File: src/hdl/cot_pkg.sv
// Package: constants, types and helpers for the constant off-time chopper
package cot_pkg;

  // ==========================================================
  // Register map, byte addresses
  localparam int ADR_W = 8;
  localparam logic [ADR_W-1:0] ADR_CFG = 8'h00;
  localparam logic [ADR_W-1:0] ADR_HIGH_VELOCITY_THRESHOLD = 8'h04;
  localparam logic [ADR_W-1:0] ADR_STATUS = 8'h08;

  // ==========================================================
  // Configuration word, bit 0 upward: mode, comparator disable,
  // random enable, hyst start (3), fast msb, hyst end (4),
  // slow decay (4), blank select (2), sync divide (4)
  typedef struct packed {
    logic [3:0] syncDivide;
    logic [1:0] blank_time_select;
    logic [3:0] slow_decay_time;
    logic [3:0] hyst_end_field;
    logic fast_decay_msb;
    logic [2:0] hyst_start_field;
    logic randomOffEnable;
    logic fastCmpDisable;
    logic modeConstOff;
  } cot_cfg_t;
  localparam int CFG_W = 21;
  localparam logic [CFG_W-1:0] CFG_RST = 21'h000000;

  typedef struct packed {
    logic onPh;
    logic fastPh;
    logic slowPh;
  } cot_drive_t;
  localparam cot_drive_t DRIVE_OFF = 3'h0;

  typedef enum logic [4:0] {
    ST_IDLE = 5'b00001,
    ST_ON = 5'b00010,
    ST_FAST = 5'b00100,
    ST_SLOW = 5'b01000,
    ST_WAIT = 5'b10000
  } cot_state_t;

  // ==========================================================
  // Timing
  localparam int CNT_W = 10;
  localparam logic [CNT_W-1:0] SLOW_BASE = 10'h018;
  localparam logic [CNT_W-1:0] SLOW_STEP = 10'h020;
  localparam logic [CNT_W-1:0] FAST_STEP = 10'h020;
  localparam logic [CNT_W-1:0] BLANK_CYC0 = 10'h010;
  localparam logic [CNT_W-1:0] BLANK_CYC1 = 10'h018;
  localparam logic [CNT_W-1:0] BLANK_CYC2 = 10'h024;
  localparam logic [CNT_W-1:0] BLANK_CYC3 = 10'h036;
  localparam logic [5:0] PRE_LAST = 6'h3F;
  localparam logic [3:0] OFFSET_ZERO = 4'h3;
  localparam logic [15:0] LFSR_SEED = 16'hACE1;
  localparam logic [15:0] LFSR_TAPS = 16'hB400;

  // ==========================================================
  // Helpers
  function automatic logic [CNT_W-1:0] fastCycles(input logic [3:0] s);
    return FAST_STEP * CNT_W'(s);
  endfunction

  function automatic logic [CNT_W-1:0] slowCycles(input logic [3:0] t,
                                                  input logic [3:0] r);
    return SLOW_BASE + SLOW_STEP * CNT_W'(t) + CNT_W'(r);
  endfunction

  function automatic logic [CNT_W-1:0] blankCycles(input logic [1:0] b);
    logic [CNT_W-1:0] c;
    unique case (b)
      2'h0: c = BLANK_CYC0;
      2'h1: c = BLANK_CYC1;
      2'h2: c = BLANK_CYC2;
      2'h3: c = BLANK_CYC3;
    endcase
    return c;
  endfunction

  function automatic cot_drive_t driveOf(input cot_state_t s);
    cot_drive_t d;
    d = DRIVE_OFF;
    unique case (s)
      ST_IDLE: d = DRIVE_OFF;
      ST_ON: d.onPh = 1'b1;
      ST_FAST: d.fastPh = 1'b1;
      ST_SLOW, ST_WAIT: d.slowPh = 1'b1;
      default: d = DRIVE_OFF;
    endcase
    return d;
  endfunction

  function automatic logic [31:0] byteMerge(input logic [31:0] old,
                                            input logic [31:0] wr,
                                            input logic [3:0] sel);
    logic [31:0] r;
    r = old;
    for (int i = 0; i < 4; i++) begin
      if (sel[i]) begin
        r[8*i +: 8] = wr[8*i +: 8];
      end
    end
    return r;
  endfunction

endpackage

File: src/hdl/cot_coil.sv
// One coil's on / fast decay / slow decay sequencer
`timescale 1ns/1ns
`default_nettype none
module cot_coil (
  input wire logic clk,
  input wire logic rst_b,
  input wire logic enable,
  input wire cot_pkg::cot_cfg_t cfg,
  input wire logic [3:0] rndAdd,
  input wire logic syncEn,
  input wire logic syncPulse,
  input wire logic compTrip,
  input wire logic negCmp,
  output var cot_pkg::cot_drive_t drive
);
  import cot_pkg::*;

  cot_state_t stateReg;
  cot_state_t stateNext;
  logic [CNT_W-1:0] phaseCntReg;
  logic [CNT_W-1:0] blankCntReg;
  logic [3:0] fastSel;
  logic blankDone;
  logic phaseDone;

  assign fastSel = {cfg.fast_decay_msb, cfg.hyst_start_field}; // [RULE_03]
  assign blankDone = (blankCntReg == '0);
  assign phaseDone = (phaseCntReg == '0);

  // ==========================================================
  // Phase sequencing
  always_comb begin
    stateNext = stateReg;
    unique case (stateReg)
      ST_IDLE: stateNext = ST_ON;
      ST_ON: begin
        if (blankDone && compTrip) begin // [RULE_02] [RULE_17]
          stateNext = (fastSel != 4'h0) ? ST_FAST : ST_SLOW; // [RULE_03]
        end
      end
      ST_FAST: begin
        if (phaseDone) begin // [RULE_02]
          stateNext = ST_SLOW;
        end else if (!cfg.fastCmpDisable && blankDone && negCmp) begin
          stateNext = ST_SLOW; // [RULE_05] [RULE_17]
        end
      end
      ST_SLOW: begin
        if (phaseDone) begin
          stateNext = syncEn ? ST_WAIT : ST_ON; // [RULE_09] [RULE_18]
        end
      end
      ST_WAIT: begin
        if (syncPulse || !syncEn) begin // [RULE_09] [RULE_18]
          stateNext = ST_ON;
        end
      end
      default: stateNext = ST_IDLE;
    endcase
    if (!enable) begin
      stateNext = ST_IDLE;
    end
  end

  always_ff @(posedge clk or negedge rst_b) begin
    if (!rst_b) begin
      stateReg <= ST_IDLE;
      drive <= DRIVE_OFF;
    end else begin
      stateReg <= stateNext;
      drive <= driveOf(stateNext);
    end
  end

  // ==========================================================
  // Phase timer, loaded on entry so a phase lasts exactly N cycles
  always_ff @(posedge clk or negedge rst_b) begin
    if (!rst_b) begin
      phaseCntReg <= '0;
    end else if (stateNext != stateReg && stateNext == ST_FAST) begin
      phaseCntReg <= fastCycles(fastSel) - 1'b1; // [RULE_03]
    end else if (stateNext != stateReg && stateNext == ST_SLOW) begin
      phaseCntReg <= slowCycles(cfg.slow_decay_time, rndAdd) - 1'b1; // [RULE_16]
    end else if (!phaseDone) begin
      phaseCntReg <= phaseCntReg - 1'b1;
    end
  end

  // ==========================================================
  // Blanking after each switch into the on or fast decay phase
  always_ff @(posedge clk or negedge rst_b) begin
    if (!rst_b) begin
      blankCntReg <= '0;
    end else if (stateNext != stateReg &&
                 (stateNext == ST_ON || stateNext == ST_FAST)) begin
      blankCntReg <= blankCycles(cfg.blank_time_select) - 1'b1; // [RULE_17]
    end else if (!blankDone) begin
      blankCntReg <= blankCntReg - 1'b1;
    end
  end

endmodule
`default_nettype wire

File: src/hdl/cot_chopper.sv
// Constant off-time chopper with sync stretcher and Wishbone registers
//
// Chosen here: the Wishbone interface to the registers and the placing of the registers.
`timescale 1ns/1ns
`default_nettype none
// Functional notes
// RULE_01 - Mode bit: 0 leaves coils to hysteresis chopper, 1 runs constant off-time.
// RULE_02 - On phase ends at comparator trip and is followed by timed fast decay.
// RULE_03 - Fast decay length from fast msb and hyst start; zero means slow only.
// RULE_04 - Hyst end field gives signed sine offset, code 3 is zero.
// RULE_05 - Comparator may end fast decay early unless its disable bit is set.
// RULE_06 - Load-dependent fullstep operation forces constant off-time mode.
// RULE_07 - Without sync both coil choppers run independently.
// RULE_08 - Random enable adds pseudo-random cycles to each slow decay.
// RULE_09 - Sync only stretches off time, never shortens a cycle.
// RULE_10 - Sync is off while velocity exceeds the high-velocity threshold.
// RULE_11 - Sync field zero disables; N gives clock divided by 64 times N.
// RULE_12 - Software sets sync field to floor of fclk over 64 fsync.
// RULE_13 - Software picks sync at twice or equal to chopper frequency per mode.
// RULE_14 - Software keeps slow decay short so cycles end before sync pulse.
// RULE_15 - Sync has no effect while the voltage-mode quiet chopper runs.
// RULE_16 - Slow decay lasts 24 plus 32 times the setting in clocks.
// RULE_17 - Comparator is ignored during blanking after each switching event.
// RULE_18 - One shared free-running divider; finished coils wait for next pulse.
module cot_chopper #(
  parameter int VEL_W = 20
) (
  input wire logic clk,
  input wire logic rst_b,
  input wire logic wb_cyc_i,
  input wire logic wb_stb_i,
  input wire logic wb_we_i,
  input wire logic [cot_pkg::ADR_W-1:0] wb_adr_i,
  input wire logic [3:0] wb_sel_i,
  input wire logic [31:0] wb_dat_i,
  output logic [31:0] wb_dat_o,
  output logic wb_ack_o,
  input wire logic [VEL_W-1:0] rampVelocity,
  input wire logic loadSpeedFullstep,
  input wire logic quietChopActive,
  input wire logic compTripA,
  input wire logic compTripB,
  input wire logic negCmpA,
  input wire logic negCmpB,
  output var cot_pkg::cot_drive_t coilDriveA,
  output var cot_pkg::cot_drive_t coilDriveB,
  output logic signed [4:0] sineOffset,
  output logic constOffActive,
  output logic syncActive
);
  import cot_pkg::*;

  generate
    if (VEL_W < 1 || VEL_W > 32) begin : g_bad_width
      $error("VEL_W must lie between 1 and 32");
    end
  endgenerate

  cot_cfg_t cfgReg;
  logic [VEL_W-1:0] vhighReg;
  logic [5:0] preCntReg;
  logic [3:0] divCntReg;
  logic syncPulseReg;
  logic [15:0] lfsrReg;
  logic wbHit;
  logic wbWrite;
  logic effMode;
  logic velAbove;
  logic syncWanted;
  logic [3:0] fastSel;
  logic [3:0] rndA;
  logic [3:0] rndB;
  logic [31:0] readData;
  logic [31:0] vhighWord;
  logic [31:0] cfgWrite;
  logic [31:0] vhighWrite;
  logic [CNT_W-1:0] slowLenReg;
  logic slowOkReg;
  cot_cfg_t lastCfgReg;

  // ==========================================================
  // Wishbone slave, one wait state, unmapped reads zero
  assign wbHit = wb_cyc_i && wb_stb_i && !wb_ack_o;
  assign wbWrite = wbHit && wb_we_i;
  assign vhighWord = 32'(vhighReg);
  assign cfgWrite = byteMerge(32'(cfgReg), wb_dat_i, wb_sel_i);
  assign vhighWrite = byteMerge(vhighWord, wb_dat_i, wb_sel_i);

  always_comb begin
    readData = 32'h00000000;
    unique case (wb_adr_i)
      ADR_CFG: readData = 32'(cfgReg);
      ADR_HIGH_VELOCITY_THRESHOLD: readData = vhighWord;
      ADR_STATUS: readData = {18'h00000, syncPulseReg, syncActive,
                              constOffActive, coilDriveB, coilDriveA,
                              sineOffset};
      default: readData = 32'h00000000;
    endcase
  end

  always_ff @(posedge clk or negedge rst_b) begin
    if (!rst_b) begin
      wb_ack_o <= 1'b0;
      wb_dat_o <= 32'h00000000;
    end else begin
      wb_ack_o <= wbHit;
      if (wbHit && !wb_we_i) begin
        wb_dat_o <= readData;
      end
    end
  end

  always_ff @(posedge clk or negedge rst_b) begin
    if (!rst_b) begin
      cfgReg <= CFG_RST;
    end else if (wbWrite && wb_adr_i == ADR_CFG) begin
      cfgReg <= cfgWrite[CFG_W-1:0];
    end
  end

  always_ff @(posedge clk or negedge rst_b) begin
    if (!rst_b) begin
      vhighReg <= '0;
    end else if (wbWrite && wb_adr_i == ADR_HIGH_VELOCITY_THRESHOLD) begin
      vhighReg <= vhighWrite[VEL_W-1:0];
    end
  end

  // ==========================================================
  // Mode and offset
  assign effMode = cfgReg.modeConstOff || loadSpeedFullstep; // [RULE_01] [RULE_06]
  assign fastSel = {cfgReg.fast_decay_msb, cfgReg.hyst_start_field};

  always_ff @(posedge clk or negedge rst_b) begin
    if (!rst_b) begin
      constOffActive <= 1'b0;
      sineOffset <= 5'sh00;
    end else begin
      constOffActive <= effMode; // [RULE_01]
      if (effMode) begin
        sineOffset <= $signed({1'b0, cfgReg.hyst_end_field}) -
                      $signed({1'b0, OFFSET_ZERO}); // [RULE_04]
      end else begin
        sineOffset <= 5'sh00;
      end
    end
  end

  // ==========================================================
  // Shared sync divider and enable
  assign velAbove = rampVelocity > vhighReg;
  assign syncWanted = (cfgReg.syncDivide != 4'h0) && !velAbove && // [RULE_10]
                      !quietChopActive && effMode; // [RULE_15]

  always_ff @(posedge clk or negedge rst_b) begin
    if (!rst_b) begin
      preCntReg <= 6'h00;
      divCntReg <= 4'h0;
      syncPulseReg <= 1'b0;
    end else begin
      preCntReg <= preCntReg + 6'h01; // [RULE_18]
      syncPulseReg <= 1'b0;
      if (cfgReg.syncDivide == 4'h0) begin // [RULE_11]
        divCntReg <= 4'h0;
      end else if (preCntReg == PRE_LAST) begin
        if (divCntReg >= cfgReg.syncDivide - 4'h1) begin
          divCntReg <= 4'h0;
          syncPulseReg <= 1'b1; // [RULE_11]
        end else begin
          divCntReg <= divCntReg + 4'h1;
        end
      end
    end
  end

  always_ff @(posedge clk or negedge rst_b) begin
    if (!rst_b) begin
      syncActive <= 1'b0;
    end else begin
      syncActive <= syncWanted; // [RULE_10] [RULE_15]
    end
  end

  // ==========================================================
  // Off-time randomiser
  always_ff @(posedge clk or negedge rst_b) begin
    if (!rst_b) begin
      lfsrReg <= LFSR_SEED;
    end else if (lfsrReg[0]) begin
      lfsrReg <= (lfsrReg >> 1) ^ LFSR_TAPS; // [RULE_08]
    end else begin
      lfsrReg <= lfsrReg >> 1;
    end
  end

  assign rndA = cfgReg.randomOffEnable ? lfsrReg[3:0] : 4'h0; // [RULE_08]
  assign rndB = cfgReg.randomOffEnable ? lfsrReg[11:8] : 4'h0;

  // ==========================================================
  // Two independent coil sequencers
  cot_coil u_coil_a ( // [RULE_07]
    .clk(clk),
    .rst_b(rst_b),
    .enable(constOffActive),
    .cfg(cfgReg),
    .rndAdd(rndA),
    .syncEn(syncActive),
    .syncPulse(syncPulseReg),
    .compTrip(compTripA),
    .negCmp(negCmpA),
    .drive(coilDriveA)
  );

  cot_coil u_coil_b (
    .clk(clk),
    .rst_b(rst_b),
    .enable(constOffActive),
    .cfg(cfgReg),
    .rndAdd(rndB),
    .syncEn(syncActive),
    .syncPulse(syncPulseReg),
    .compTrip(compTripB),
    .negCmp(negCmpB),
    .drive(coilDriveB)
  );

  // ==========================================================
  // Checks
  always_ff @(posedge clk or negedge rst_b) begin
    if (!rst_b) begin
      slowLenReg <= '0;
    end else if (coilDriveA.slowPh) begin
      slowLenReg <= slowLenReg + 1'b1;
    end else begin
      slowLenReg <= '0;
    end
  end

  // Slow phase counts only if nothing disturbed its length
  always_ff @(posedge clk or negedge rst_b) begin
    if (!rst_b) begin
      lastCfgReg <= CFG_RST;
      slowOkReg <= 1'b0;
    end else begin
      lastCfgReg <= cfgReg;
      if (!coilDriveA.slowPh) begin
        slowOkReg <= 1'b1;
      end else if (syncActive || cfgReg.randomOffEnable ||
                   !constOffActive || cfgReg != lastCfgReg) begin
        slowOkReg <= 1'b0;
      end
    end
  end

  a_ack_single: assert property (@(posedge clk) disable iff (!rst_b)
    wb_ack_o |=> !wb_ack_o) else $error("ack held two cycles");

  a_mode_select: assert property (@(posedge clk) disable iff (!rst_b) // [RULE_01]
    constOffActive == $past(effMode)) else $error("mode not followed");

  a_offset_zero: assert property (@(posedge clk) disable iff (!rst_b) // [RULE_04]
    effMode && cfgReg.hyst_end_field == 4'h3 |=> sineOffset == 5'sh00)
    else $error("offset code 3 not zero");

  a_on_then_fast: assert property (@(posedge clk) disable iff (!rst_b) // [RULE_02]
    $fell(coilDriveA.onPh) && constOffActive && $past(constOffActive)
    |-> $past(compTripA) && (coilDriveA.fastPh || coilDriveA.slowPh))
    else $error("on phase ended without trip");

  a_fast_skip: assert property (@(posedge clk) disable iff (!rst_b) // [RULE_03]
    $rose(coilDriveA.fastPh) |-> $past(fastSel) != 4'h0)
    else $error("fast decay with zero setting");

  a_slow_length: assert property (@(posedge clk) disable iff (!rst_b) // [RULE_16]
    $fell(coilDriveA.slowPh) && constOffActive && !syncActive &&
    !cfgReg.randomOffEnable && $stable(cfgReg) && slowOkReg
    |-> slowLenReg == slowCycles(cfgReg.slow_decay_time, 4'h0))
    else $error("slow decay length wrong");

  a_sync_wait: assert property (@(posedge clk) disable iff (!rst_b) // [RULE_09]
    $rose(coilDriveA.onPh) && $past(syncActive) && $past(coilDriveA.slowPh)
    |-> $past(syncPulseReg)) else $error("on phase started off sync");

  a_sync_period: assert property (@(posedge clk) disable iff (!rst_b) // [RULE_11]
    syncPulseReg && cfgReg.syncDivide == 4'h1
    |-> ##64 (syncPulseReg || cfgReg.syncDivide != 4'h1))
    else $error("sync period not 64");

  a_sync_off: assert property (@(posedge clk) disable iff (!rst_b) // [RULE_11]
    cfgReg.syncDivide == 4'h0 |=> !syncPulseReg)
    else $error("sync pulse while disabled");

  a_high_velocity_threshold_off: assert property (@(posedge clk) disable iff (!rst_b) // [RULE_10]
    rampVelocity > vhighReg |=> !syncActive)
    else $error("sync above velocity threshold");

  a_quiet_off: assert property (@(posedge clk) disable iff (!rst_b) // [RULE_15]
    quietChopActive |=> !syncActive)
    else $error("sync during quiet chopper");

endmodule
`default_nettype wire

File: config.mk
export PLATFORM = sky130hd
export DESIGN_NAME = cot_chopper
export DESIGN_NICKNAME = d
export VERILOG_FILES = /design/src/hdl/cot_pkg.sv /design/src/hdl/cot_coil.sv /design/src/hdl/cot_chopper.sv
export SDC_FILE = /design/constraint.sdc
export NUM_CORES = 1
export LEC_CHECK = 0
export BUFFER_PORTS_ARGS = -buffer_cell sky130_fd_sc_hd__buf_2
export CAP_MARGIN = 20
export CORE_AREA = 3 3 156 97
export DETAILED_ROUTE_END_ITERATION = 8
export DIE_AREA = 0 0 159 100
export GPL_TIMING_DRIVEN = 0
export PLACE_DENSITY_LB_ADDON = 0.12
export SETUP_SLACK_MARGIN = 0.2
export SLEW_MARGIN = 5
export SYNTH_ARGS = -nofsm -noshare
export SYNTH_HDL_FRONTEND = slang
export SYNTH_SLANG_ARGS = --single-unit
export TNS_END_PERCENT = 10
File: constraint.sdc
create_clock -name clk -period 7.1 [get_ports clk]
set_clock_uncertainty 0.05 [all_clocks]
set_input_delay 1.42 -clock clk [delete_from_list [all_inputs] [get_ports clk]]
set_output_delay 1.42 -clock clk [all_outputs]
set_load 0.02 [all_outputs]
==> results.cfg <==
[drt]
route.detailed.drc = 0
vias = 6630
detail-route-antenna-nets = 0
drt_iter0_markers = 601
first_pass_iters = 5
drt-total-wl_mm = 21.5
vias_per_cell = 5.82
wire_per_inst_um = 18.9

[sta]
final-max-slew-violation-count = 0
tns_ns = 0
fmaxAchievable_mhz = 278
tightest_slew_ns = 0.938
setup_ws_ns = 3.51
hold_ws_ns = 0.308
min_period_ns = 3.59
final-hold-violation-count = 0
fin_crit_sh = 0.506
setup_viol = 0
rsz0062_at_grt = false
slew_headroom = 0.373

[pwr]
p_leak_nw = 4.59
power_density_nw_per_um2 = 278
ir_drop_uv = 148
p_total_mw = 2.67

[global_route]
antenna_found_initial = 0
overflow = 0
grt_pass1_vias = 6553
grt_max_degree = 94
grt_pass1_wl_mm = 34.7
grtUsageTotal = 0.280

[clocking]
cts_tree = yes
clk_pin_slew_ns = 0.06
worstSkewPairLatency_ns = 0.43
cts_setup_buffers = 0
numClockSinks = 153
cts_buffers = 17
htreeDepth = 4
cts_resized = 0
cts.path.max_buffers = 2
cts_root_buffer = clkbuf_16
cts_hold_buf = 0

[job]
max-cap-violations = 0

[worst_setup_path]
endpoint_kind = register
required_ns = 7.34
crit_path_start_kind = register
crit_type = register to register
worstPathArrival_ns = 3.83
cp_max_fo = 10

[synthesis]
ys_warn_count = 0
synth_edf_count = 0
yosysUniqueCellTypes = 63
synth-seq-cells = 153
synth_compound_area_frac = 0.112
synth-async-reset-ratio = 1.00
synth.mux.area_fraction = 0.0955
synth-xor-area-share = 0.0544
synthFlopType = dfrtp_1
synthSimpleGateAreaFrac = 0.168
syn_area_per_cell_um2 = 10.2
synth_top_family_by_area = simple AND/OR/NAND/NOR gates
synth_sequential_area_ratio = 0.468
syn_inst = 807
netlist_area_um2 = 8220
synthAdderAreaFrac = 0.0579

[run_status]
status = complete, no violations

[final_layout]
finalNetCount = 1047
antenna_cells = 0
final_layout_size_suffix_gt1_frac = 0.238
syn_to_final_growth_pct = 17.1
multi_input_area_um2 = 4040
final-seq-area_um2 = 3840
n_fill_cell = 1015

[place]
dpl.hpwl_mm = 16.1
place.gp.congestion = 0.897
portBuffers = 96
post-place-ws_ns = 3.44

[die]
fp.dieW_um = 159
ioPinCount = 121
initial_utilization = 0.599
core-area_um2 = 13700
die-height_um = 100
rows = 33
dieArea_um2 = 15900

[hold_path]
hold_class = register to register
[report_power, final]
group	switching [mW]	total [mW]	internal [mW]	leakage, nW
clock network	0.384	0.950	0.566	0.294
registers	0.124	1.12	0.999	1.96
logic	0.342	0.602	0.260	2.33
total	0.849	2.67	1.83	4.59
[through the flow]
stage / instance area [µm²] / util / instances
2_1_floorplan: 8250 / - / 817
3_3_place_gp: 8970 / 0.655 / 1105
3_5_place_dp: 9010 / 0.657 / 1106
4_1_cts: 9620 / 0.702 / 1138
5_1_grt: 9620 / 0.702 / 1139
6_report: 9620 / 0.702 / 1139
[per-layer routing]
| metal | share of wire | vias to the layer above | GRT usage |
|---|---|---|---|
| li1 | - | 3088 | - |
| met2 | 0.42 | 258 | 0.416 |
| met1 | 0.48 | 3249 | 0.413 |
| met5 | 0 | - | 0 |
| met4 | 0.013 | 0 | 0.0699 |
| met3 | 0.085 | 35 | 0.0726 |
[cells in the mapped netlist, types with 2 or more instances]
| master | count | area share |
|---|---|---|
| dfrtp_1 | 143 | 0.44 |
| nor2_1 | 87 | 0.040 |
| mux2_2 | 59 | 0.081 |
| nand2_1 | 58 | 0.027 |
| inv_1 | 47 | 0.021 |
| ha_1 | 38 | 0.058 |
| xnor2_1 | 29 | 0.031 |
| o21ai_0 | 27 | 0.016 |
| clkbuf_1 | 23 | 0.011 |
| xor2_1 | 22 | 0.023 |
| a21oi_1 | 21 | 0.013 |
| nand3_1 | 19 | 0.012 |
| nor3_1 | 19 | 0.012 |
| a221oi_1 | 14 | 0.015 |
| a21o_1 | 13 | 0.012 |
| mux2i_1 | 12 | 0.015 |
| nand4_1 | 12 | 0.0091 |
| nor2b_1 | 12 | 0.0091 |
| buf_4 | 11 | 0.010 |
| dfstp_2 | 10 | 0.032 |
| nand2b_1 | 10 | 0.0076 |
| o211ai_1 | 10 | 0.0091 |
| o31ai_1 | 10 | 0.0091 |
| nor4_1 | 9 | 0.0069 |
| nand3b_1 | 8 | 0.0073 |
| or4_1 | 8 | 0.0073 |
| a31oi_1 | 7 | 0.0053 |
| nor3b_1 | 6 | 0.0055 |
| o21a_1 | 6 | 0.0055 |
| or2_2 | 6 | 0.0046 |
| or3_1 | 5 | 0.0038 |
| and3_1 | 4 | 0.0030 |
| and2_1 | 3 | 0.0023 |
| o221ai_1 | 3 | 0.0032 |
| a2111o_1 | 2 | 0.0027 |
| a2111oi_0 | 2 | 0.0021 |
| a211oi_1 | 2 | 0.0018 |
| and4b_1 | 2 | 0.0024 |
| buf_1 | 2 | 0.00091 |
| buf_2 | 2 | 0.0012 |
| nor4b_1 | 2 | 0.0021 |
[placed cells by master, fill, tap and decap left out, types with 14 or more instances in the layout]
cell type / count
xnor2_1: 29
clkbuf_1: 24
nand3_1: 19
o21ai_0: 27
nor3_1: 19
a221oi_1: 14
ha_1: 38
dfrtp_1: 143
xor2_1: 22
clkbuf_16: 17
mux2_2: 59
inv_1: 47
a21oi_1: 21
nand2_1: 58
nor2_1: 87
buf_2: 97
[registers in the layout, summed over array words and instances (netlist names), 10 cells and up]
| signal | cells |
|---|---|
| cfgReg | 21 |
| lfsrReg | 16 |
| u_coil_a.blankCntReg | 10 |
| u_coil_a.phaseCntReg | 10 |
| u_coil_b.blankCntReg | 10 |
| u_coil_b.phaseCntReg | 10 |
| vhighReg | 20 |
| wb_dat_o | 21 |
[cell type report]
class | count | share of cell area
Multi-Input combinational cell | 578 | 0.420
Clock inverter | 13 | 0.0174
Inverter | 47 | 0.0183
Tap cell | 192 | 0.0250
Timing Repair Buffer | 98 | 0.0540
Sequential cell | 153 | 0.399
Buffer | 39 | 0.0199
Clock buffer | 19 | 0.0460
[critical path, cell delays in order, from the launching register on]
cell and delay (ns):
dfrtp_1 0.42, inv_1 0.07, ha_1 0.18, nor3b_1 0.72, nor4bb_1 0.26, buf_2 0.28, a31oi_1 0.07, or2_2 0.30
a211o_1 0.30, clkbuf_1 0.24, clkbuf_1 0.28, a31oi_1 0.18, o21ai_0 0.10
[worst paths after layout]
kind,slack (ns),start,endpoint,cells past startpoint
max in group asynchronous,5.21,rst_b,u_coil_a.stateReg[0],2
max reg2reg,3.51,u_coil_a.phaseCntReg[0],u_coil_a.phaseCntReg[5],12
min,0.31,lfsrReg[6],lfsrReg[5],0
max,3.51,u_coil_a.phaseCntReg[0],u_coil_a.phaseCntReg[5],12
min reg2reg,0.31,lfsrReg[6],lfsrReg[5],0
min in group asynchronous,0.91,rst_b,vhighReg[9],1
[kinds of logic after synthesis]
kind of cell / Yosys count
fa+ha+maj: 38
mux: 71
simple gates: 276
xor+xnor: 51
flops: 153
compound gates: 131
buf+inv: 86
other cells: 1
No activity file was read; power rests on OpenSTA's default activity.
